## config.mk

```make
export PLATFORM = sky130hd
export DESIGN_NAME = cdsd_decoder
export DESIGN_NICKNAME = d
export VERILOG_FILES = /design/src/rtl/cdsd_pkg.sv /design/src/rtl/cdsd_decoder.sv /design/src/rtl/cdsd_descrambler.sv /design/src/rtl/cdsd_fifo.sv
export SDC_FILE = /design/constraint.sdc
export NUM_CORES = 1
export LEC_CHECK = 0
export BUFFER_PORTS_ARGS = -buffer_cell sky130_fd_sc_hd__buf_2
export CAP_MARGIN = 20
export CORE_MARGIN = 2
export CORE_UTILIZATION = 62
export CTS_BUF_LIST = sky130_fd_sc_hd__clkbuf_8
export DETAILED_ROUTE_END_ITERATION = 7
export PLACE_DENSITY = 0.8
export SLEW_MARGIN = 5
export SYNTH_ARGS = -nofsm -noshare
export SYNTH_HDL_FRONTEND = slang
export SYNTH_SLANG_ARGS = --single-unit
```

## constraint.sdc

```tcl
create_clock -name CLOCK -period 9.6 [get_ports CLOCK]
set_clock_uncertainty 0.15 [all_clocks]
set_input_delay 1.92 -clock CLOCK [delete_from_list [all_inputs] [get_ports CLOCK]]
set_output_delay 1.92 -clock CLOCK [all_outputs]
set_load 0.01 [all_outputs]
```

## src/rtl/cdsd_pkg.sv

```systemverilog
// Package of constants and carriers for the sector stream decoder
package cdsd_pkg;
	localparam int SYM_W = 16;
	localparam int BYTE_W = 8;
	localparam int SECT_BYTES = 2048;
	localparam int SECT_CNT_W = 12;
	localparam int BYTE_CNT_W = 11;
	localparam int ECC_BLK_SECTORS = 16;
	localparam int BUF_SECTORS = 64;
	localparam int FIFO_DEPTH = 8;
	localparam int SYNC_LOCK_COUNT = 3;
	localparam int ID_W = 24;
	localparam int ID_POS_CD_MAIN = 12;
	localparam int ID_POS_DVD = 1;
	localparam int ID_POS_SUB = 0;
	localparam logic [SYM_W-1:0] SYNC_PATTERN = 16'hffe5;
	localparam logic [SECT_CNT_W-1:0] CNT_ZERO = 12'h000;
	localparam logic [SECT_CNT_W-1:0] CNT_ONE = 12'h001;
	localparam logic [BYTE_CNT_W-1:0] BYTE_LAST = 11'h7ff;
	localparam logic [BYTE_CNT_W-1:0] BYTE_ZERO = 11'h000;
	localparam logic [SECT_CNT_W-1:0] ECC_BLK_CNT = 12'h010;
	localparam logic [SECT_CNT_W-1:0] BUF_CAP = 12'h040;
	localparam logic [SECT_CNT_W-1:0] C3_LEAD = 12'h002;
	localparam logic [SECT_CNT_W-1:0] HOST_LEAD = 12'h001;
	localparam logic [14:0] SCR_SEED = 15'h0001;

	typedef enum logic [2:0] {
		CDSD_FMT_AUDIO = 3'h0,
		CDSD_FMT_MODE0 = 3'h1,
		CDSD_FMT_M2F1 = 3'h2,
		CDSD_FMT_M2F2 = 3'h3,
		CDSD_FMT_CDR = 3'h4,
		CDSD_FMT_DVD = 3'h5
	} cdsd_fmt_e;

	typedef enum logic [1:0] {
		CDSD_ST_IDLE = 2'h0,
		CDSD_ST_SYNC = 2'h1,
		CDSD_ST_SEARCH = 2'h2,
		CDSD_ST_STREAM = 2'h3
	} cdsd_state_e;

	typedef struct packed {
		logic [BYTE_W-1:0] data;
		logic uncorrectable_symbol_flag;
		logic sector_end;
	} cdsd_byte_s;
endpackage
```

## src/rtl/cdsd_decoder.sv

```systemverilog
// Streaming sector decoder: sync, demod, search, buffer, correct, deliver

module cdsd_decoder (
	input wire logic CLOCK,
	input wire logic RST,
	input wire logic CE,
	input wire logic START,
	input wire logic [2:0] FORMAT,
	input wire logic [cdsd_pkg::ID_W-1:0] TARGET_ID,
	input wire logic SYM_VALID,
	input wire logic [cdsd_pkg::SYM_W-1:0] SYM_DATA,
	input wire logic SYM_FLAG,
	input wire logic SUB_VALID,
	input wire logic [cdsd_pkg::BYTE_W-1:0] SUB_DATA,
	input wire logic CORR_DONE,
	input wire logic DAC_SELECT,
	input wire logic HOST_READY,
	input wire logic DAC_READY,
	output logic BUF_WR,
	output logic [cdsd_pkg::BYTE_W-1:0] BUF_WDATA,
	output logic BUF_WFLAG,
	output logic CORR_REQ,
	output logic HOST_VALID,
	output logic [cdsd_pkg::BYTE_W-1:0] HOST_DATA,
	output logic DAC_VALID,
	output logic [cdsd_pkg::BYTE_W-1:0] DAC_DATA,
	output logic DAC_FLAG,
	output logic [cdsd_pkg::SECT_CNT_W-1:0] WRITTEN_COUNT,
	output logic [cdsd_pkg::SECT_CNT_W-1:0] CORRECTED_COUNT,
	output logic [cdsd_pkg::SECT_CNT_W-1:0] SENT_COUNT,
	output logic [1:0] STATE
);
	cdsd_pkg::cdsd_state_e state;
	cdsd_pkg::cdsd_fmt_e fmt;
	logic is_dvd;
	logic is_audio;
	logic needs_c3;
	logic [1:0] sync_hits;
	logic [cdsd_pkg::BYTE_W-1:0] demod_byte;
	logic demod_valid;
	logic demod_flag;
	logic [cdsd_pkg::BYTE_CNT_W-1:0] wr_byte;
	logic [cdsd_pkg::BYTE_CNT_W-1:0] rd_byte;
	logic [cdsd_pkg::ID_W-1:0] id_shift;
	logic [cdsd_pkg::BYTE_CNT_W-1:0] id_pos;
	logic id_match;
	logic room;
	logic wr_fire;
	logic wr_sector_end;
	logic [cdsd_pkg::SECT_CNT_W-1:0] written;
	logic [cdsd_pkg::SECT_CNT_W-1:0] corrected;
	logic [cdsd_pkg::SECT_CNT_W-1:0] sent;
	logic [cdsd_pkg::SECT_CNT_W-1:0] releasable;
	logic corr_pending;
	logic corr_ready;
	logic rd_ok;
	logic rd_fire;
	logic [cdsd_pkg::BYTE_W-1:0] wr_scr_out;
	logic [cdsd_pkg::BYTE_W-1:0] rd_scr_out;
	logic [cdsd_pkg::BYTE_W-1:0] rd_byte_data;
	cdsd_pkg::cdsd_byte_s fifo_in;
	cdsd_pkg::cdsd_byte_s fifo_out;
	logic fifo_in_ready;
	logic fifo_out_valid;
	logic fifo_out_ready;
	logic sink_ready;

	assign fmt = cdsd_pkg::cdsd_fmt_e'(FORMAT);
	assign is_dvd = (fmt == cdsd_pkg::CDSD_FMT_DVD);
	assign is_audio = (fmt == cdsd_pkg::CDSD_FMT_AUDIO);
	// Audio skips C3; every CD-ROM form and DVD go through buffer correction
	assign needs_c3 = !is_audio;

	// Alignment counts sync hits, which a miss does not reset, before trusting frame boundaries
	always_ff @(posedge CLOCK or posedge RST) begin
		if (RST) begin
			state <= cdsd_pkg::CDSD_ST_IDLE;
			sync_hits <= 2'h0;
		end else if (CE) begin
			case (state)
				cdsd_pkg::CDSD_ST_IDLE: begin
					if (START) begin
						state <= cdsd_pkg::CDSD_ST_SYNC;
					end
				end
				cdsd_pkg::CDSD_ST_SYNC: begin
					if (SYM_VALID && SYM_DATA == cdsd_pkg::SYNC_PATTERN) begin
						sync_hits <= sync_hits + 2'h1;
						if (sync_hits == 2'(cdsd_pkg::SYNC_LOCK_COUNT - 1)) begin
							state <= cdsd_pkg::CDSD_ST_SEARCH;
						end
					end
				end
				cdsd_pkg::CDSD_ST_SEARCH: begin
					if (id_match) begin
						state <= cdsd_pkg::CDSD_ST_STREAM;
					end
				end
				cdsd_pkg::CDSD_ST_STREAM: begin
					if (!START) begin
						state <= cdsd_pkg::CDSD_ST_IDLE;
						sync_hits <= 2'h0;
					end
				end
				default: state <= cdsd_pkg::CDSD_ST_IDLE;
			endcase
		end
	end

	// Demodulation only after lock; sync words themselves carry no data
	always_ff @(posedge CLOCK or posedge RST) begin
		if (RST) begin
			demod_valid <= 1'b0;
			demod_byte <= 8'h00;
			demod_flag <= 1'b0;
		end else if (CE) begin
			demod_valid <= SYM_VALID && state != cdsd_pkg::CDSD_ST_IDLE
				&& state != cdsd_pkg::CDSD_ST_SYNC
				&& SYM_DATA != cdsd_pkg::SYNC_PATTERN;
			// Stand-in table: fold the 16-bit word to one byte
			demod_byte <= SYM_DATA[15:8] ^ SYM_DATA[7:0];
			// C1/C2 failure marks ride with the byte into the buffer
			demod_flag <= SYM_FLAG;
		end
	end

	// Identifier comes from subchannel for audio, from main data otherwise
	always_comb begin
		if (is_dvd) begin
			id_pos = cdsd_pkg::BYTE_CNT_W'(cdsd_pkg::ID_POS_DVD);
		end else if (is_audio) begin
			id_pos = cdsd_pkg::BYTE_CNT_W'(cdsd_pkg::ID_POS_SUB);
		end else begin
			id_pos = cdsd_pkg::BYTE_CNT_W'(cdsd_pkg::ID_POS_CD_MAIN);
		end
	end

	always_ff @(posedge CLOCK or posedge RST) begin
		if (RST) begin
			id_shift <= 24'h000000;
		end else if (CE) begin
			if (is_audio && SUB_VALID) begin
				id_shift <= {id_shift[15:0], SUB_DATA};
			end else if (!is_audio && demod_valid) begin
				id_shift <= {id_shift[15:0], demod_byte};
			end
		end
	end

	// Match only at sector start, so DVD writes open on a block boundary
	assign id_match = state == cdsd_pkg::CDSD_ST_SEARCH && id_shift == TARGET_ID
		&& wr_byte == id_pos
		&& (!is_dvd || TARGET_ID[3:0] == 4'h0);

	// Room test keeps the writer off uncorrected and unsent sectors
	assign room = (written - sent) < cdsd_pkg::BUF_CAP;
	assign wr_fire = demod_valid && state == cdsd_pkg::CDSD_ST_STREAM && room;
	assign wr_sector_end = wr_byte == cdsd_pkg::BYTE_LAST;

	always_ff @(posedge CLOCK or posedge RST) begin
		if (RST) begin
			wr_byte <= cdsd_pkg::BYTE_ZERO;
		end else if (CE) begin
			if (state == cdsd_pkg::CDSD_ST_SEARCH && demod_valid) begin
				wr_byte <= wr_byte + 11'h001;
			end else if (wr_fire) begin
				wr_byte <= wr_byte + 11'h001;
			end else if (state == cdsd_pkg::CDSD_ST_IDLE) begin
				wr_byte <= cdsd_pkg::BYTE_ZERO;
			end
		end
	end

	// CD is descrambled on the way in; DVD is stored raw
	cdsd_descrambler u_wr_scr (
		.clk(CLOCK),
		.rst(RST),
		.ce(CE),
		.restart(wr_fire && wr_sector_end),
		.advance(wr_fire),
		.din(demod_byte),
		.dout(wr_scr_out)
	);

	always_ff @(posedge CLOCK or posedge RST) begin
		if (RST) begin
			BUF_WR <= 1'b0;
			BUF_WDATA <= 8'h00;
			BUF_WFLAG <= 1'b0;
		end else if (CE) begin
			BUF_WR <= wr_fire;
			BUF_WDATA <= is_dvd ? demod_byte : wr_scr_out;
			BUF_WFLAG <= demod_flag;
		end
	end

	// Three sector counters: written, then corrected and sent, each trailing the one before
	always_ff @(posedge CLOCK or posedge RST) begin
		if (RST) begin
			written <= cdsd_pkg::CNT_ZERO;
		end else if (CE) begin
			if (state == cdsd_pkg::CDSD_ST_IDLE) begin
				written <= cdsd_pkg::CNT_ZERO;
			end else if (wr_fire && wr_sector_end) begin
				written <= written + cdsd_pkg::CNT_ONE;
			end
		end
	end

	// Correction requests: whole DVD blocks, small lead for C3
	assign corr_ready = is_dvd ? (written - corrected) >= cdsd_pkg::ECC_BLK_CNT
		: (written - corrected) >= cdsd_pkg::C3_LEAD;

	always_ff @(posedge CLOCK or posedge RST) begin
		if (RST) begin
			corrected <= cdsd_pkg::CNT_ZERO;
			corr_pending <= 1'b0;
			CORR_REQ <= 1'b0;
		end else if (CE) begin
			if (state == cdsd_pkg::CDSD_ST_IDLE) begin
				corrected <= cdsd_pkg::CNT_ZERO;
				corr_pending <= 1'b0;
				CORR_REQ <= 1'b0;
			end else if (!needs_c3) begin
				// Audio never waits on a correction engine
				corrected <= written;
				CORR_REQ <= 1'b0;
			end else if (corr_pending) begin
				CORR_REQ <= 1'b0;
				if (CORR_DONE) begin
					corr_pending <= 1'b0;
					corrected <= corrected + (is_dvd ? cdsd_pkg::ECC_BLK_CNT
						: cdsd_pkg::CNT_ONE);
				end
			end else if (corr_ready) begin
				corr_pending <= 1'b1;
				CORR_REQ <= 1'b1;
			end
		end
	end

	// DVD releases whole corrected blocks; CD-ROM releases each sector as soon as it is corrected
	assign releasable = (is_dvd || is_audio) ? corrected
		: ((corrected >= cdsd_pkg::HOST_LEAD) ? corrected : cdsd_pkg::CNT_ZERO);
	assign rd_ok = sent != releasable;
	assign rd_fire = rd_ok && fifo_in_ready && CE;

	always_ff @(posedge CLOCK or posedge RST) begin
		if (RST) begin
			rd_byte <= cdsd_pkg::BYTE_ZERO;
			sent <= cdsd_pkg::CNT_ZERO;
		end else if (CE) begin
			if (state == cdsd_pkg::CDSD_ST_IDLE) begin
				rd_byte <= cdsd_pkg::BYTE_ZERO;
				sent <= cdsd_pkg::CNT_ZERO;
			end else if (rd_fire) begin
				rd_byte <= rd_byte + 11'h001;
				if (rd_byte == cdsd_pkg::BYTE_LAST) begin
					sent <= sent + cdsd_pkg::CNT_ONE;
				end
			end
		end
	end

	// Buffer readback is modelled by a position pattern; real data sits off-chip
	assign rd_byte_data = rd_byte[7:0];

	cdsd_descrambler u_rd_scr (
		.clk(CLOCK),
		.rst(RST),
		.ce(CE),
		.restart(rd_fire && rd_byte == cdsd_pkg::BYTE_LAST),
		.advance(rd_fire),
		.din(rd_byte_data),
		.dout(rd_scr_out)
	);

	always_comb begin
		fifo_in.data = is_dvd ? rd_scr_out : rd_byte_data;
		fifo_in.uncorrectable_symbol_flag = 1'b0;
		fifo_in.sector_end = rd_byte == cdsd_pkg::BYTE_LAST;
	end

	cdsd_fifo #(
		.WIDTH($bits(cdsd_pkg::cdsd_byte_s)),
		.DEPTH(cdsd_pkg::FIFO_DEPTH)
	) u_fifo (
		.clk(CLOCK),
		.rst(RST),
		.ce(CE),
		.in_valid(rd_ok),
		.in_ready(fifo_in_ready),
		.in_data(fifo_in),
		.out_valid(fifo_out_valid),
		.out_ready(fifo_out_ready),
		.out_data(fifo_out)
	);

	// Output stage: one-entry skid per destination keeps outputs registered
	assign sink_ready = (DAC_SELECT && is_audio) ? (!DAC_VALID || DAC_READY)
		: (!HOST_VALID || HOST_READY);
	assign fifo_out_ready = sink_ready;

	always_ff @(posedge CLOCK or posedge RST) begin
		if (RST) begin
			HOST_VALID <= 1'b0;
			HOST_DATA <= 8'h00;
			DAC_VALID <= 1'b0;
			DAC_DATA <= 8'h00;
			DAC_FLAG <= 1'b0;
		end else if (CE) begin
			if (HOST_VALID && HOST_READY) begin
				HOST_VALID <= 1'b0;
			end
			if (DAC_VALID && DAC_READY) begin
				DAC_VALID <= 1'b0;
			end
			if (fifo_out_valid && sink_ready) begin
				if (DAC_SELECT && is_audio) begin
					DAC_VALID <= 1'b1;
					DAC_DATA <= fifo_out.data;
					DAC_FLAG <= fifo_out.uncorrectable_symbol_flag;
				end else begin
					HOST_VALID <= 1'b1;
					HOST_DATA <= fifo_out.data;
				end
			end
		end
	end

	always_ff @(posedge CLOCK or posedge RST) begin
		if (RST) begin
			WRITTEN_COUNT <= cdsd_pkg::CNT_ZERO;
			CORRECTED_COUNT <= cdsd_pkg::CNT_ZERO;
			SENT_COUNT <= cdsd_pkg::CNT_ZERO;
			STATE <= 2'h0;
		end else if (CE) begin
			WRITTEN_COUNT <= written;
			CORRECTED_COUNT <= corrected;
			SENT_COUNT <= sent;
			STATE <= state;
		end
	end
endmodule

```

## src/rtl/cdsd_descrambler.sv

```systemverilog
// Byte descrambler: 15-bit LFSR, one byte per advance
module cdsd_descrambler (
	input wire logic clk,
	input wire logic rst,
	input wire logic ce,
	input wire logic restart,
	input wire logic advance,
	input wire logic [cdsd_pkg::BYTE_W-1:0] din,
	output logic [cdsd_pkg::BYTE_W-1:0] dout
);
	logic [14:0] lfsr;
	logic [14:0] next_lfsr;
	logic [cdsd_pkg::BYTE_W-1:0] key;

	// Key is the low byte; eight shifts per byte
	always_comb begin
		next_lfsr = lfsr;
		for (int i = 0; i < cdsd_pkg::BYTE_W; i++) begin
			next_lfsr = {next_lfsr[0] ^ next_lfsr[1], next_lfsr[14:1]};
		end
	end

	assign key = lfsr[cdsd_pkg::BYTE_W-1:0];
	assign dout = din ^ key;

	always_ff @(posedge clk or posedge rst) begin
		if (rst) begin
			lfsr <= cdsd_pkg::SCR_SEED;
		end else if (ce) begin
			if (restart) begin
				lfsr <= cdsd_pkg::SCR_SEED;
			end else if (advance) begin
				lfsr <= next_lfsr;
			end
		end
	end
endmodule

```

## src/rtl/cdsd_fifo.sv

```systemverilog
// Flip-flop FIFO with valid/ready on both sides
module cdsd_fifo #(
	parameter int WIDTH = 10,
	parameter int DEPTH = 8
) (
	input wire logic clk,
	input wire logic rst,
	input wire logic ce,
	input wire logic in_valid,
	output logic in_ready,
	input wire logic [WIDTH-1:0] in_data,
	output logic out_valid,
	input wire logic out_ready,
	output logic [WIDTH-1:0] out_data
);
	localparam int AW = $clog2(DEPTH);
	logic [WIDTH-1:0] mem [DEPTH];
	logic [AW-1:0] wr_ptr;
	logic [AW-1:0] rd_ptr;
	logic [AW:0] count;
	logic push;
	logic pop;

	assign in_ready = (count != DEPTH[AW:0]);
	assign out_valid = (count != '0);
	assign out_data = mem[rd_ptr];
	assign push = ce && in_valid && in_ready;
	assign pop = ce && out_valid && out_ready;

	always_ff @(posedge clk) begin
		if (push) begin
			mem[wr_ptr] <= in_data;
		end
	end

	always_ff @(posedge clk or posedge rst) begin
		if (rst) begin
			wr_ptr <= '0;
			rd_ptr <= '0;
			count <= '0;
		end else begin
			if (push) begin
				wr_ptr <= (wr_ptr == AW'(DEPTH - 1)) ? '0 : wr_ptr + 1'b1;
			end
			if (pop) begin
				rd_ptr <= (rd_ptr == AW'(DEPTH - 1)) ? '0 : rd_ptr + 1'b1;
			end
			case ({push, pop})
				2'b10: count <= count + 1'b1;
				2'b01: count <= count - 1'b1;
				default: count <= count;
			endcase
		end
	end
endmodule

```

# Word level (Yosys, flattened, before mapping)
# Memories as Yosys holds them, arrays and structs flattened.
# Index checks and enable logic that the tools add are counted.
# totals
ff_bits	205
latchBits	0
ramBits	72
mem_bits_ro	0
inputBits	62
output_inout_bits	68
elab_cells	211
n_memories	1
# mem_list
name	depth	word_bits	rd	rd_clocked_by_memory_dff	write_ports	line_no	text
u_fifo.mem	8	9	1	0	1	cdsd_fifo.sv:17	logic [WIDTH-1:0] mem [DEPTH];
# op_classes
add_sub_neg	12
multipliers	0
div	0
n_lt_le_gt_ge	4
n_eq_ne	24
n_shift	0
mux	57
bitwise_logic	20
reduce_logical	63
# op_table
cell	count
two-way mux 12 bit	11
two-way mux 15 bit	4
two-way mux 11 bit	5
two-way mux 24 bit	2
adder 12 x 1 -> 12 bit, second input constant	2
equality test 24 bit	1
logical AND 1 bit	24
subtractor 12 bit	2
XOR 8 bit	3
adder 11 x 1 -> 11 bit, second input constant	2
equality test 11 bit, second input constant	2
two-way mux 1 bit	19
nonzero test 2 bit	9
equality test 16 bit, second input constant	1
two-way mux 8 bit	2
inequality test 16 bit, second input constant	1
AND reduction 2 bit	8
XOR 1 bit	16
adder 12 x 5 -> 12 bit	1
>= comparator 12 x 1 -> 1 bit, second input constant	1
>= comparator 12 x 2 -> 1 bit, second input constant	1
>= comparator 12 x 5 -> 1 bit, second input constant	1
less-than comparator 12 x 7 -> 1 bit, second input constant	1
two-way mux 2 bit	6
other kinds (29)	55

# Logic depth before layout (Yosys ltp)
# Gate-level depths: netlist (run 1).
# depth
depth_word	9
mapped_depth	14

# Cells and area by module
# A second synthesis (run 1) with hierarchy kept.
# unflattened
cells_unflattened	1272
hier_area_um2	14614.0
# modules_own_cells
mod	instances	cells_each	area_each_um2	seq_area_each_um2
cdsd_decoder	1	942	9283.9	4129.0
cdsd_fifo	1	182	3698.5	2652.5
cdsd_descrambler	2	74	815.8	376.6

# Worst setup path after synthesis (run 1)
# Ideal clock, no wire load.
# synth_path
path_type	input to register
start	input port FORMAT[1]
end	register u_fifo.count[2]
setup_ns	0.125
t_arrival_ns	4.053
t_required_ns	9.325
setup_slack_ns	5.271
stages	10
cell_sequence	nor3_1 -> nand2_1 -> a311oi_1 -> ha_1 -> xor2_1 -> ha_1 -> a21oi_1 -> xor2_1 -> nor2_1 -> xor2_1
# synth_via
word_cells_on_any_way	14
classes_between	eq/ne: 4; mux: 3; reduce/logical: 7
# synth_rtl
element	line_no	text
from (decl)	cdsd_decoder.sv:8	input wire logic [2:0] FORMAT,
zero test 3 bit (*)	cdsd_decoder.sv:70	assign is_audio = (fmt == cdsd_pkg::CDSD_FMT_AUDIO);
logical AND 1 bit (*)	cdsd_decoder.sv:300	assign sink_ready = (DAC_SELECT && is_audio) ? (!DAC_VALID || DAC_READY)
two-way mux 1 bit (*)	cdsd_decoder.sv:300	
logical AND 1 bit (*)	cdsd_fifo.sv:28	assign pop = ce && out_valid && out_ready;
via u_fifo.pop	cdsd_fifo.sv:22	logic pop;
equality test 2 x 1 -> 1 bit or equality test 2 bit (tied branches)	cdsd_fifo.sv:48	case ({push, pop})
one-hot mux 4 bit (2 select lines) or nonzero test 2 bit (tied branches)	-	
to (signal assigned)	cdsd_fifo.sv:49	2'b10: count <= count + 1'b1;
to (signal assigned)	cdsd_fifo.sv:50	2'b01: count <= count - 1'b1;
to (signal assigned)	cdsd_fifo.sv:51	default: count <= count;
to (decl)	cdsd_fifo.sv:20	logic [AW:0] count;
# Mark *: on every way through the listed nets, which the timed path passes. The rest lies on a longest branch.
# A chain may end at the register's enable or synchronous reset.

# Worst setup path in the final report (run 1)
# Ends and elaborated chain as after synthesis.

==> results of run 1 <==
power groups by stage:
stage / combinational [mW] / clock, mW / sequential, mW
2_1_floorplan: 0.544 / 0 / 1.52
3_3_place_gp: 0.687 / 0 / 1.57
3_5_place_dp: 0.721 / 0 / 1.58
4_1_cts: 0.724 / 0.991 / 1.56
5_1_grt: 0.811 / 1.05 / 1.58
6_report: 0.730 / 0.970 / 1.55
placed cells by master, fill, tap and decap left out, types with 8 or more instances in the layout:
cell type and n:
dfrtp_1 202, buf_2 129, nand2_1 108, mux2_2 88, o21ai_0 77, nor2_1 73
edfxtp_1 64, inv_1 63, xor2_1 54, a21oi_1 54, xnor2_1 53, clkbuf_8 48
ha_1 40, nand3_1 31, o31ai_1 26, nor4_1 19, nor3_1 17, mux2i_1 16
mux4_2 16, buf_4 16, nand4_1 15, or4_1 10, a31oi_1 10, and3_1 10
nor3b_1 9, o2111ai_1 9, or2_2 8, nand2b_1 8, clkinv_2 8
state kept, by name (all words and copies together) (netlist names), 4 cells and up:
signal           cells
u_fifo.mem          64
id_shift            24
u_rd_scr.lfsr       15
u_wr_scr.lfsr       15
CORRECTED_COUNT     12
SENT_COUNT          12
WRITTEN_COUNT       12
corrected           12
sent                12
written             12
rd_byte             11
wr_byte             11
BUF_WDATA            8
DAC_DATA             8
HOST_DATA            8
demod_byte           8
u_fifo.count         4
path summary, 6_finish.rpt:
path                                               start                            end  slack (ns)  cells after the start
min                        u_wr_scr.lfsr[14]$_DFFE_PP0P_  u_wr_scr.lfsr[14]$_DFFE_PP0P_        0.33                      2
min in group asynchronous                            RST       id_shift[20]$_DFFE_PP0P_        1.41                      2
max                                            FORMAT[1]    u_fifo.count[2]$_DFFE_PP0P_        5.15                     12
min reg2reg                u_wr_scr.lfsr[14]$_DFFE_PP0P_  u_wr_scr.lfsr[14]$_DFFE_PP0P_        0.33                      2
max reg2reg                       written[5]$_DFFE_PP0P_         written[2]$_DFFE_PP0P_        5.36                      9
max in group asynchronous                            RST      SENT_COUNT[7]$_DFFE_PP0P_        6.42                      3
cell families (layout without fill, tap and decap cells):
group                    after synthesis  count (layout)  share of synthesized area
buffers and inverters                105             275                     0.0299
other                                  1               1                   0.000276
AO/OA/AOI/OAI                        231             231                      0.107
flip-flops                           268             268                      0.517
AND/OR/NAND/NOR                      347             347                      0.127
adder cells (fa/ha/maj)               41              41                     0.0383
XOR/XNOR                             107             107                     0.0689
multiplexers                         120             120                      0.111
layer usage:
layer | up-vias | wire length, um
li1 | 4687 | -
met1 | 4867 | 13000
met2 | 256 | 15000
met3 | 47 | 1400
met4 | 0 | 544
met5 | - | 0
tightest hold or removal path, cell delays in order, from the launching register on:
cell,delay (ns)
dfrtp_1,0.34
nand2_1,0.05
o31ai_1,0.05
area by class of cell:
| class | instances | share of cell area |
|---|---|---|
| timing repair buffer | 146 | 0.0507 |
| clock buffer | 48 | 0.0429 |
| clock inverter | 35 | 0.0136 |
| tap | 280 | 0.0228 |
| inverter | 46 | 0.0117 |
| multi-input combinational | 847 | 0.401 |
| sequential | 268 | 0.457 |
==> metrics.yaml, run 1 <==
timing:
  slew_headroom: 0.312
  rsz0062_at_grt: "no"
  setup_viol: 0
  holdWs_ns: 0.328
  layout_setup_ws_ns: 5.15
  min_period_over_period: 0.464
  worst_slew_pin_slew_ns: 1.03
  finalHoldViolCount: 0
  tns_ns: 0
  timing.final.max_slew_violations: 0
  max_freq_mhz: 225
  min_period_ns: 4.45
layout:
  multi_input_area_mm2: 0.00618
  finish.net_count: 1457
  syn_to_final_growth_pct: 13.1
  fin_util: 0.709
  drive_gt1_frac: 0.237
  register_area_mm2: 0.00703
  fin_area_mm2: 0.0154
  fill_cells: 1543
  diodes: 0
  final_cells: 1670
global_route:
  use_met3: 0.0436
  antenna_found_initial: 0
  met2_usage: 0.449
  grt_busiest_layer: "met2"
  grt-ovfl-total: 0
  grt_pass1_vias: 9864
  grtUsageTotal: 0.264
  grt.met1_usage: 0.352
  grt_start_max_net_pins: 134
  grt_pass1_wl_mm: 49.8
power:
  max-vdd-ir-drop_mv: 0.127
  leakage_nw: 6.72
  p_comb_frac: 0.224
  power.total_mw: 3.25
  power_frac_seq: 0.477
  power_density_mw_per_mm2: 211
  p_switching_mw: 0.979
  p_sw_frac: 0.301
  pwr-share-clk: 0.298
  internal_power_mw: 2.27
logic_synthesis:
  synth.yosys.seq_area_share: 0.517
  synth.top_cell.area_share: 0.372
  synth-seq-cells: 268
  yosysWarnings: 0
  yosys-top-cells-count: "dfrtp_1, nand2_1, mux2_2"
  syn-cell-area_mm2: 0.0136
  ys_top_cells_by_area: "dfrtp_1, edfxtp_1, mux2_2"
  yosysMostFrequentCell: "dfrtp_1"
  synth_ff_type: "dfrtp_1"
  ys_types: 67
  synth_area_leader_cell: "dfrtp_1"
  synth.avg_cell_area_um2: 11.2
  syn-num-nets: 1323
  syn-instance-count: 1220
  synth_async_sr_flop_share: 0.761
  synth_edf_count: 64
critical_path:
  cp_max_fo: 32
  cp_slowest_cell: "a311oi_1"
  critical_path_buf_inv_count: 2
  path_class: "in -> reg"
  crit_path_start_kind: "input pin"
  crit_path_end_kind: "flop"
  max_stage_delay_ns: 0.81
  cp_top_family: "compound AO/OA/AOI/OAI gates"
  arrival_ns: 4.73
  crit_chain: "buf_2, nor3_2, buf_4, nand2_1, a311oi_1, ha_1, xor2_1, ha_1, a21oi_1, xor2_1, nor2_1, xor2_1"
  critPathMostFrequentCell: "xor2_1"
  crit_required_ns: 9.88
clocking:
  cts_buffers: 45
  cts_max_level: 2
  cts.sinks: 268
  cts_tree: "yes"
  clk_pin_slew_ns: 0.06
  clock_path_buffers: 3
  root_buffer: "clkbuf_8"
  clock_latency_ns: 0.56
  holdBufCountCts: 0
  postCtsSetupRepairBufs: 0
  cts-resized-gates: 0
die:
  fp-row-count: 54
  design.core.area_mm2: 0.0217
  die_w_um: 152
  die_area_mm2: 0.0231
  initial_core_util: 0.627
  num_io_pins: 130
  dieHeight_um: 152
route:
  viasPerCell: 5.90
  drtIter0Drc: 704
  vias: 9857
  wl_mm: 29.9
  drtAntennaViolNets: 0
  wl_per_cell_um: 17.9
  drt_first_pass_iters: 5
  drc: 0
outcome:
  outcome: "finished clean"
placed_design:
  hpwlAfterDp_mm: 20.8
  placed_cells: 1586
  gp_congestion: 0.915
  io_buffers: 128
  placed_area_mm2: 0.0145
  preCtsSetupSlack_ns: 4.62
job:
  max_cap_violations: 0
hold_path:
  hp-class: "reg -> reg"
(Power assumes the default switching activity.)
==> inputs of run 2 (changes only) <==
--- a/config.mk
+++ b/config.mk
@@ -8,10 +8,10 @@
 export BUFFER_PORTS_ARGS = -buffer_cell sky130_fd_sc_hd__buf_2
 export CAP_MARGIN = 20
 export CORE_MARGIN = 2
-export CORE_UTILIZATION = 62
+export CORE_UTILIZATION = 56
 export CTS_BUF_LIST = sky130_fd_sc_hd__clkbuf_8
 export DETAILED_ROUTE_END_ITERATION = 7
-export PLACE_DENSITY = 0.8
+export PLACE_DENSITY = 0.76
 export SLEW_MARGIN = 5
 export SYNTH_ARGS = -nofsm -noshare
 export SYNTH_HDL_FRONTEND = slang
==> constraint.sdc (replaced) <==
create_clock -name CLOCK -period 3.6 [get_ports CLOCK]
set_clock_uncertainty 0.15 [all_clocks]
set_input_delay 0.72 -clock CLOCK [delete_from_list [all_inputs] [get_ports CLOCK]]
set_output_delay 0.72 -clock CLOCK [all_outputs]
set_load 0.01 [all_outputs]
==> run 2 against run 1 <==
  * Core utilization shrank 5.6 points
  * Sequential power grew to 2.7 times the previous value
  * Die area grew 10%
  * Clock-buffer cell count grew 3
  * Sequential cell count is the same
  * Hold slack lost 0.28 ns
  * Combinational power grew to 2.8 times the previous value
  * Power grew to 2.7 times the previous value
  * Cell area grew 2.4%
  * Wire length grew 7.2%
  * Non-clock buffer count grew 34
==> metrics.yaml, run 2 (synthesized netlist as in run 1, its figures left out) <==
global_route:
  grtUsageTotal: 0.254
  grt_pass1_wl_mm: 52.1
  grt-ovfl-total: 0
  antenna_found_initial: 1
  grt_pass1_vias: 9944
  grt_start_max_net_pins: 81
critical_path:
  crit_path_start_kind: "flop"
  crit_path_end_kind: "flop"
  cp_max_fo: 7
  arrival_ns: 3.80
  path_class: "reg -> reg"
  crit_required_ns: 3.91
route:
  viasPerCell: 5.75
  drtAntennaViolNets: 0
  drtIter0Drc: 773
  drc: 0
  drt_first_pass_iters: 5
  vias: 10100
  wl_mm: 32.1
  wl_per_cell_um: 18.4
timing:
  slew_headroom: 0.387
  min_period_over_period: 0.968
  worst_slew_pin_slew_ns: 0.916
  finalHoldViolCount: 0
  min_period_ns: 3.49
  tns_ns: 0
  setup_viol: 0
  timing.final.max_slew_violations: 0
  max_freq_mhz: 287
  layout_setup_ws_ns: 0.114
placed_design:
  hpwlAfterDp_mm: 22.5
  io_buffers: 128
  gp_congestion: 0.863
  preCtsSetupSlack_ns: 0.0945
layout:
  layout_common_cells: "dfrtp_1, buf_2, nand2_1, mux2_2, o21ai_0"
  reg.largest.list: "u_fifo.mem (64), id_shift (24)"
  fin_util: 0.653
  syn_to_final_growth_pct: 15.8
  layout_commonest_cell: "dfrtp_1"
  largest_register_ffs: 64
  regMostFlops: "u_fifo.mem"
  drive_gt1_frac: 0.256
  finish.net_count: 1491
hold_path:
  hp-class: "in -> async"
power:
  max-vdd-ir-drop_mv: 0.372
  power_density_mw_per_mm2: 551
  leakage_nw: 6.90
  power.total_mw: 8.68
job:
  max_cap_violations: 0
die:
  num_io_pins: 130
  initial_core_util: 0.564
  die_w_um: 160
  die_area_mm2: 0.0256
  fp-row-count: 57
  design.core.area_mm2: 0.0241
  dieHeight_um: 160
clocking:
  cts.sinks: 268
  cts_max_level: 2
  clk_pin_slew_ns: 0.06
  clock_latency_ns: 0.56
  cts_tree: "yes"
  root_buffer: "clkbuf_8"
  clock_path_buffers: 3
  cts_buffers: 45
outcome:
  outcome: "finished clean"
## run 2: where the power goes
group	switching [mW]	internal, mW	leakage (nW)	total [mW]
sequential	0.435	3.68	3.13	4.11
clock	1.20	1.36	0.516	2.56
combinational	1.00	1.01	3.25	2.01
## run 2: area by class of cell
type	instances	area [um^2]
multi-input combinational	847	6210
tap	324	405
fill	1897	8350
inverter	46	176
clock buffer	51	702
antenna	1	2.50
clock inverter	32	155
timing repair buffer	180	1070
sequential	268	7030
## run 2: metrics by stage
step / instance area (um^2) / std cells / hold WS [ns]
2_1_floorplan: 13600 / 1220 / 0.298
3_3_place_gp: 14900 / 1665 / 0.310
3_5_place_dp: 14900 / 1665 / 0.316
4_1_cts: 15700 / 1748 / 0.0149
5_1_grt: 15800 / 1749 / 0.0559
6_report: 15800 / 1749 / 0.0484
## run 2: what timing repair did
item                       in CTS  in global routing
setup buffers                   0                  0
setup endpoints to repair       0                 24
gates resized for setup         0                  6
hold buffers                    0                  0
## run 2: critical path, cell delays in order, from the launching register on
cell	delay, ns
dfrtp_1	0.35
inv_1	0.07
ha_1	0.39
o21a_1	0.15
o21ai_0	0.15
or2_2	0.36
o21a_1	0.18
or4_1	0.55
or3_4	0.40
or4_1	0.49
a21oi_1	0.16
## run 2: final timing paths
path	slack, ns	depth (start not counted)	from	endpoint
setup / recovery	0.11	10	sent[6]$_DFFE_PP0P_	written[2]$_DFFE_PP0P_
hold / removal	0.05	2	RST	u_rd_scr.lfsr[12]$_DFFE_PP0P_
setup reg to reg	0.11	10	sent[6]$_DFFE_PP0P_	written[2]$_DFFE_PP0P_
hold reg to reg	0.33	2	u_wr_scr.lfsr[14]$_DFFE_PP0P_	u_wr_scr.lfsr[14]$_DFFE_PP0P_
max in group asynchronous	2.20	3	RST	HOST_DATA[2]$_DFFE_PP0P_
min in group CLOCK	0.27	2	SYM_FLAG	demod_flag$_DFFE_PP0P_
## run 2: metal layers
metal  vias up  track usage  wire length, um
li1       4770            -                -
met1      4923        0.343            13800
met2       293        0.420            15800
met3        66       0.0462             1750
met4         0       0.0852              779
met5         -            0                0
==> inputs of run 3 (changes only) <==
--- a/config.mk
+++ b/config.mk
@@ -5,12 +5,14 @@
 export SDC_FILE = /design/constraint.sdc
 export NUM_CORES = 1
 export LEC_CHECK = 0
+export ABC_AREA = 1
 export BUFFER_PORTS_ARGS = -buffer_cell sky130_fd_sc_hd__buf_2
 export CAP_MARGIN = 20
 export CORE_MARGIN = 2
 export CORE_UTILIZATION = 56
 export CTS_BUF_LIST = sky130_fd_sc_hd__clkbuf_8
 export DETAILED_ROUTE_END_ITERATION = 7
+export MAX_ROUTING_LAYER = met4
 export PLACE_DENSITY = 0.76
 export SLEW_MARGIN = 5
 export SYNTH_ARGS = -nofsm -noshare
==> run 3 against run 2 <==
  * Non-clock buffer count fell by 26
  * Combinational power rose by 150%
  * Die area rose by 3.6%
  * Worst setup slack improved by 0.47 ns
  * Critical path type unchanged
==> metrics.yaml, run 3 <==
route:
  drtIter0Drc: 977
  wl_per_cell_um: 16.4
  drc: 0
  viasPerCell: 5.46
  wl_met2_mm: 17.6
  vias: 11800
  drt_first_pass_iters: 5
  drtAntennaViolNets: 0
  met1_length_mm: 14.8
  top_layer: "met4"
  dr_wl_met3_mm: 1.72
  wl_mm: 35.6
clocking:
  root_buffer: "clkbuf_8"
  clk_pin_slew_ns: 0.06
  cts_buffers: 45
  cts_tree: "yes"
  clock_latency_ns: 0.57
  clock_path_buffers: 3
  postCtsSetupRepairBufs: 0
  cts-resized-gates: 0
  cts.sinks: 268
  cts_max_level: 2
timing:
  setup_viol: 0
  max_freq_mhz: 331
  tns_ns: 0
  slew_headroom: 0.323
  finalHoldViolCount: 0
  min_period_ns: 3.02
  timing.final.max_slew_violations: 0
  rsz0062_at_grt: "no"
  worst_slew_pin_slew_ns: 1.02
  min_period_over_period: 0.839
logic_synthesis:
  yosysMostFrequentCell: "nand2_1"
  synth_async_sr_flop_share: 0.761
  synth-simple-area-share: 0.222
  synth_compound_area_frac: 0.115
  muxShareOfSynthArea: 0.00718
  ys_types: 55
  synth_xor_area_frac: 0.0564
  synth.yosys.seq_area_share: 0.498
  yosys-top-cells-count: "nand2_1, dfrtp_1, o21ai_0"
  synth.top_cell.area_share: 0.358
  ys_top_cells_by_area: "dfrtp_1, edfxtp_1, nand2_1"
  syn-num-nets: 1757
  synth_ff_type: "dfrtp_1"
  synth-seq-cells: 268
  synth_top_family_by_area: "simple AND/OR/NAND/NOR gates"
  syn-instance-count: 1654
  synth_edf_count: 64
  synth.avg_cell_area_um2: 8.53
  synthAdderAreaFrac: 0.0369
  synth_area_leader_cell: "dfrtp_1"
  yosysWarnings: 0
  syn-cell-area_mm2: 0.0141
power:
  p_comb_frac: 0.406
  internal_power_mw: 7.25
  power_density_mw_per_mm2: 769
  max-vdd-ir-drop_mv: 0.402
  pwr-share-clk: 0.223
  leakage_nw: 7.78
  p_sw_frac: 0.413
  power_frac_seq: 0.371
  p_switching_mw: 5.11
placed_design:
  gp_congestion: 0.973
  hpwlAfterDp_mm: 25.6
  io_buffers: 128
  placed_cells: 2082
critical_path:
  crit_path_end_kind: "flop"
  path_class: "reg -> reg"
  arrival_ns: 3.36
  crit_path_start_kind: "flop"
  crit_required_ns: 3.94
  cp_max_fo: 12
outcome:
  outcome: "finished clean"
global_route:
  grtUsageTotal: 0.280
  grt-ovfl-total: 0
  grt_start_max_net_pins: 112
  antenna_found_initial: 0
  grt_pass1_vias: 11400
  grt_pass1_wl_mm: 57.0
die:
  design.core.area_mm2: 0.0250
  fp-row-count: 58
  initial_core_util: 0.565
  num_io_pins: 130
  dieHeight_um: 163
  die_w_um: 163
  die_area_mm2: 0.0265
layout:
  largest_register_ffs: 64
  finish.net_count: 1903
  final_cells: 2166
  fill_cells: 2126
  regMostFlops: "u_fifo.mem"
  layout_commonest_cell: "nand2_1"
  syn_to_final_growth_pct: 14.0
  layout_common_cells: "nand2_1, dfrtp_1, inv_1, o21ai_0, nor2_1"
  reg.largest.list: "u_fifo.mem (64), id_shift (24)"
  drive_gt1_frac: 0.147
hold_path:
  hp-class: "in -> reg"
job:
  max_cap_violations: 0
[run 3: changes by cell type after synthesis, moves of 23 or more]
cell and delta:
inv_1 +119, mux2_2 -79, nand2_1 +286, nand3_1 +71, nor2_1 +71, o21ai_0 +90
xnor2_1 -23
[run 3: routing by layer]
metal | vias to the layer above | global-route usage
met3 | 100 | 0.0395
met4 | 0 | 0.125
met2 | 358 | 0.463
met1 | 5585 | 0.343
met5 | - | -
li1 | 5783 | -
[run 3: cell families after synthesis]
kind of cell	count (synthesis)
and+or+nand+nor	727
AOI/OAI and AO/OA	291
DFF	268
buffers and inverters	227
xor gates and xnor gates	90
adders and majority gates	41
muxes	9
other	1
[run 3: area by class of cell]
type / count / area [um^2] / share of cell area
Multi-Input combinational cell: 1159 / 6180 / 0.384
Tap cell: 330 / 413 / 0.0257
Inverter: 172 / 656 / 0.0408
Clock inverter: 24 / 141 / 0.00879
Clock buffer: 58 / 798 / 0.0496
Sequential cell: 268 / 7030 / 0.437
Antenna cell: 1 / 2.50 / 0.000156
Timing Repair Buffer: 154 / 863 / 0.0537
[run 3: timing repair]
item | in CTS | in global routing
hold buffers | 1 | 0
endpoints found under the setup margin | 0 | 0
endpoints found under the hold margin | 2 | 0
[run 3: worst max-delay path, cell delays in order (launching register included)]
cell,delay [ns]
dfrtp_1,0.44
inv_1,0.23
ha_1,0.34
nand2_1,0.13
inv_1,0.05
a21oi_1,0.21
nand2_1,0.10
nand2_1,0.06
nand2_1,0.09
xor2_2,0.24
nand3_4,0.21
nand2_1,0.12
nand2_1,0.25
inv_1,0.21
nand2_1,0.07
nand2_1,0.06
[run 3: through the flow]
| step | utilization | setup slack [ns] | cell area, um^2 | hold slack (ns) | power (mW) |
|---|---|---|---|---|---|
| 6_report | 0.644 | 0.581 | 16100 | 0.218 | 12.4 |
| 2_1_floorplan | - | 0.0873 | 14100 | 0.292 | 8.12 |
| 3_5_place_dp | 0.606 | 0.476 | 15100 | 0.311 | 9.62 |
| 4_1_cts | 0.644 | 0.623 | 16100 | 0.196 | 12.4 |
| 5_1_grt | 0.644 | 0.256 | 16100 | 0.208 | 13.3 |
| 3_3_place_gp | 0.606 | 0.612 | 15100 | 0.304 | 9.45 |
[run 3: final timing paths]
| kind | endpoint | slack [ns] | start | cells after the start |
|---|---|---|---|---|
| max | wr_byte[2]$_DFFE_PP0P_ | 0.58 | sent[6]$_DFFE_PP0P_ | 15 |
| min | demod_flag$_DFFE_PP0P_ | 0.22 | SYM_FLAG | 3 |
| max reg2reg | wr_byte[2]$_DFFE_PP0P_ | 0.58 | sent[6]$_DFFE_PP0P_ | 15 |
| min reg2reg | HOST_DATA[2]$_DFFE_PP0P_ | 0.32 | HOST_DATA[2]$_DFFE_PP0P_ | 2 |
| max in group asynchronous | HOST_DATA[6]$_DFFE_PP0P_ | 2.10 | RST | 4 |
| min in group asynchronous | CORRECTED_COUNT[3]$_DFFE_PP0P_ | 0.48 | RST | 3 |
[run 3: power groups by stage]
stage | logic, mW | clock network (mW) | registers, mW
after floorplan | 3.54 | 0 | 4.59
after global placement | 4.86 | 0 | 4.59
after detailed placement | 5.00 | 0 | 4.62
after CTS | 5.03 | 2.81 | 4.57
after global routing | 5.67 | 2.95 | 4.68
final | 5.01 | 2.76 | 4.58
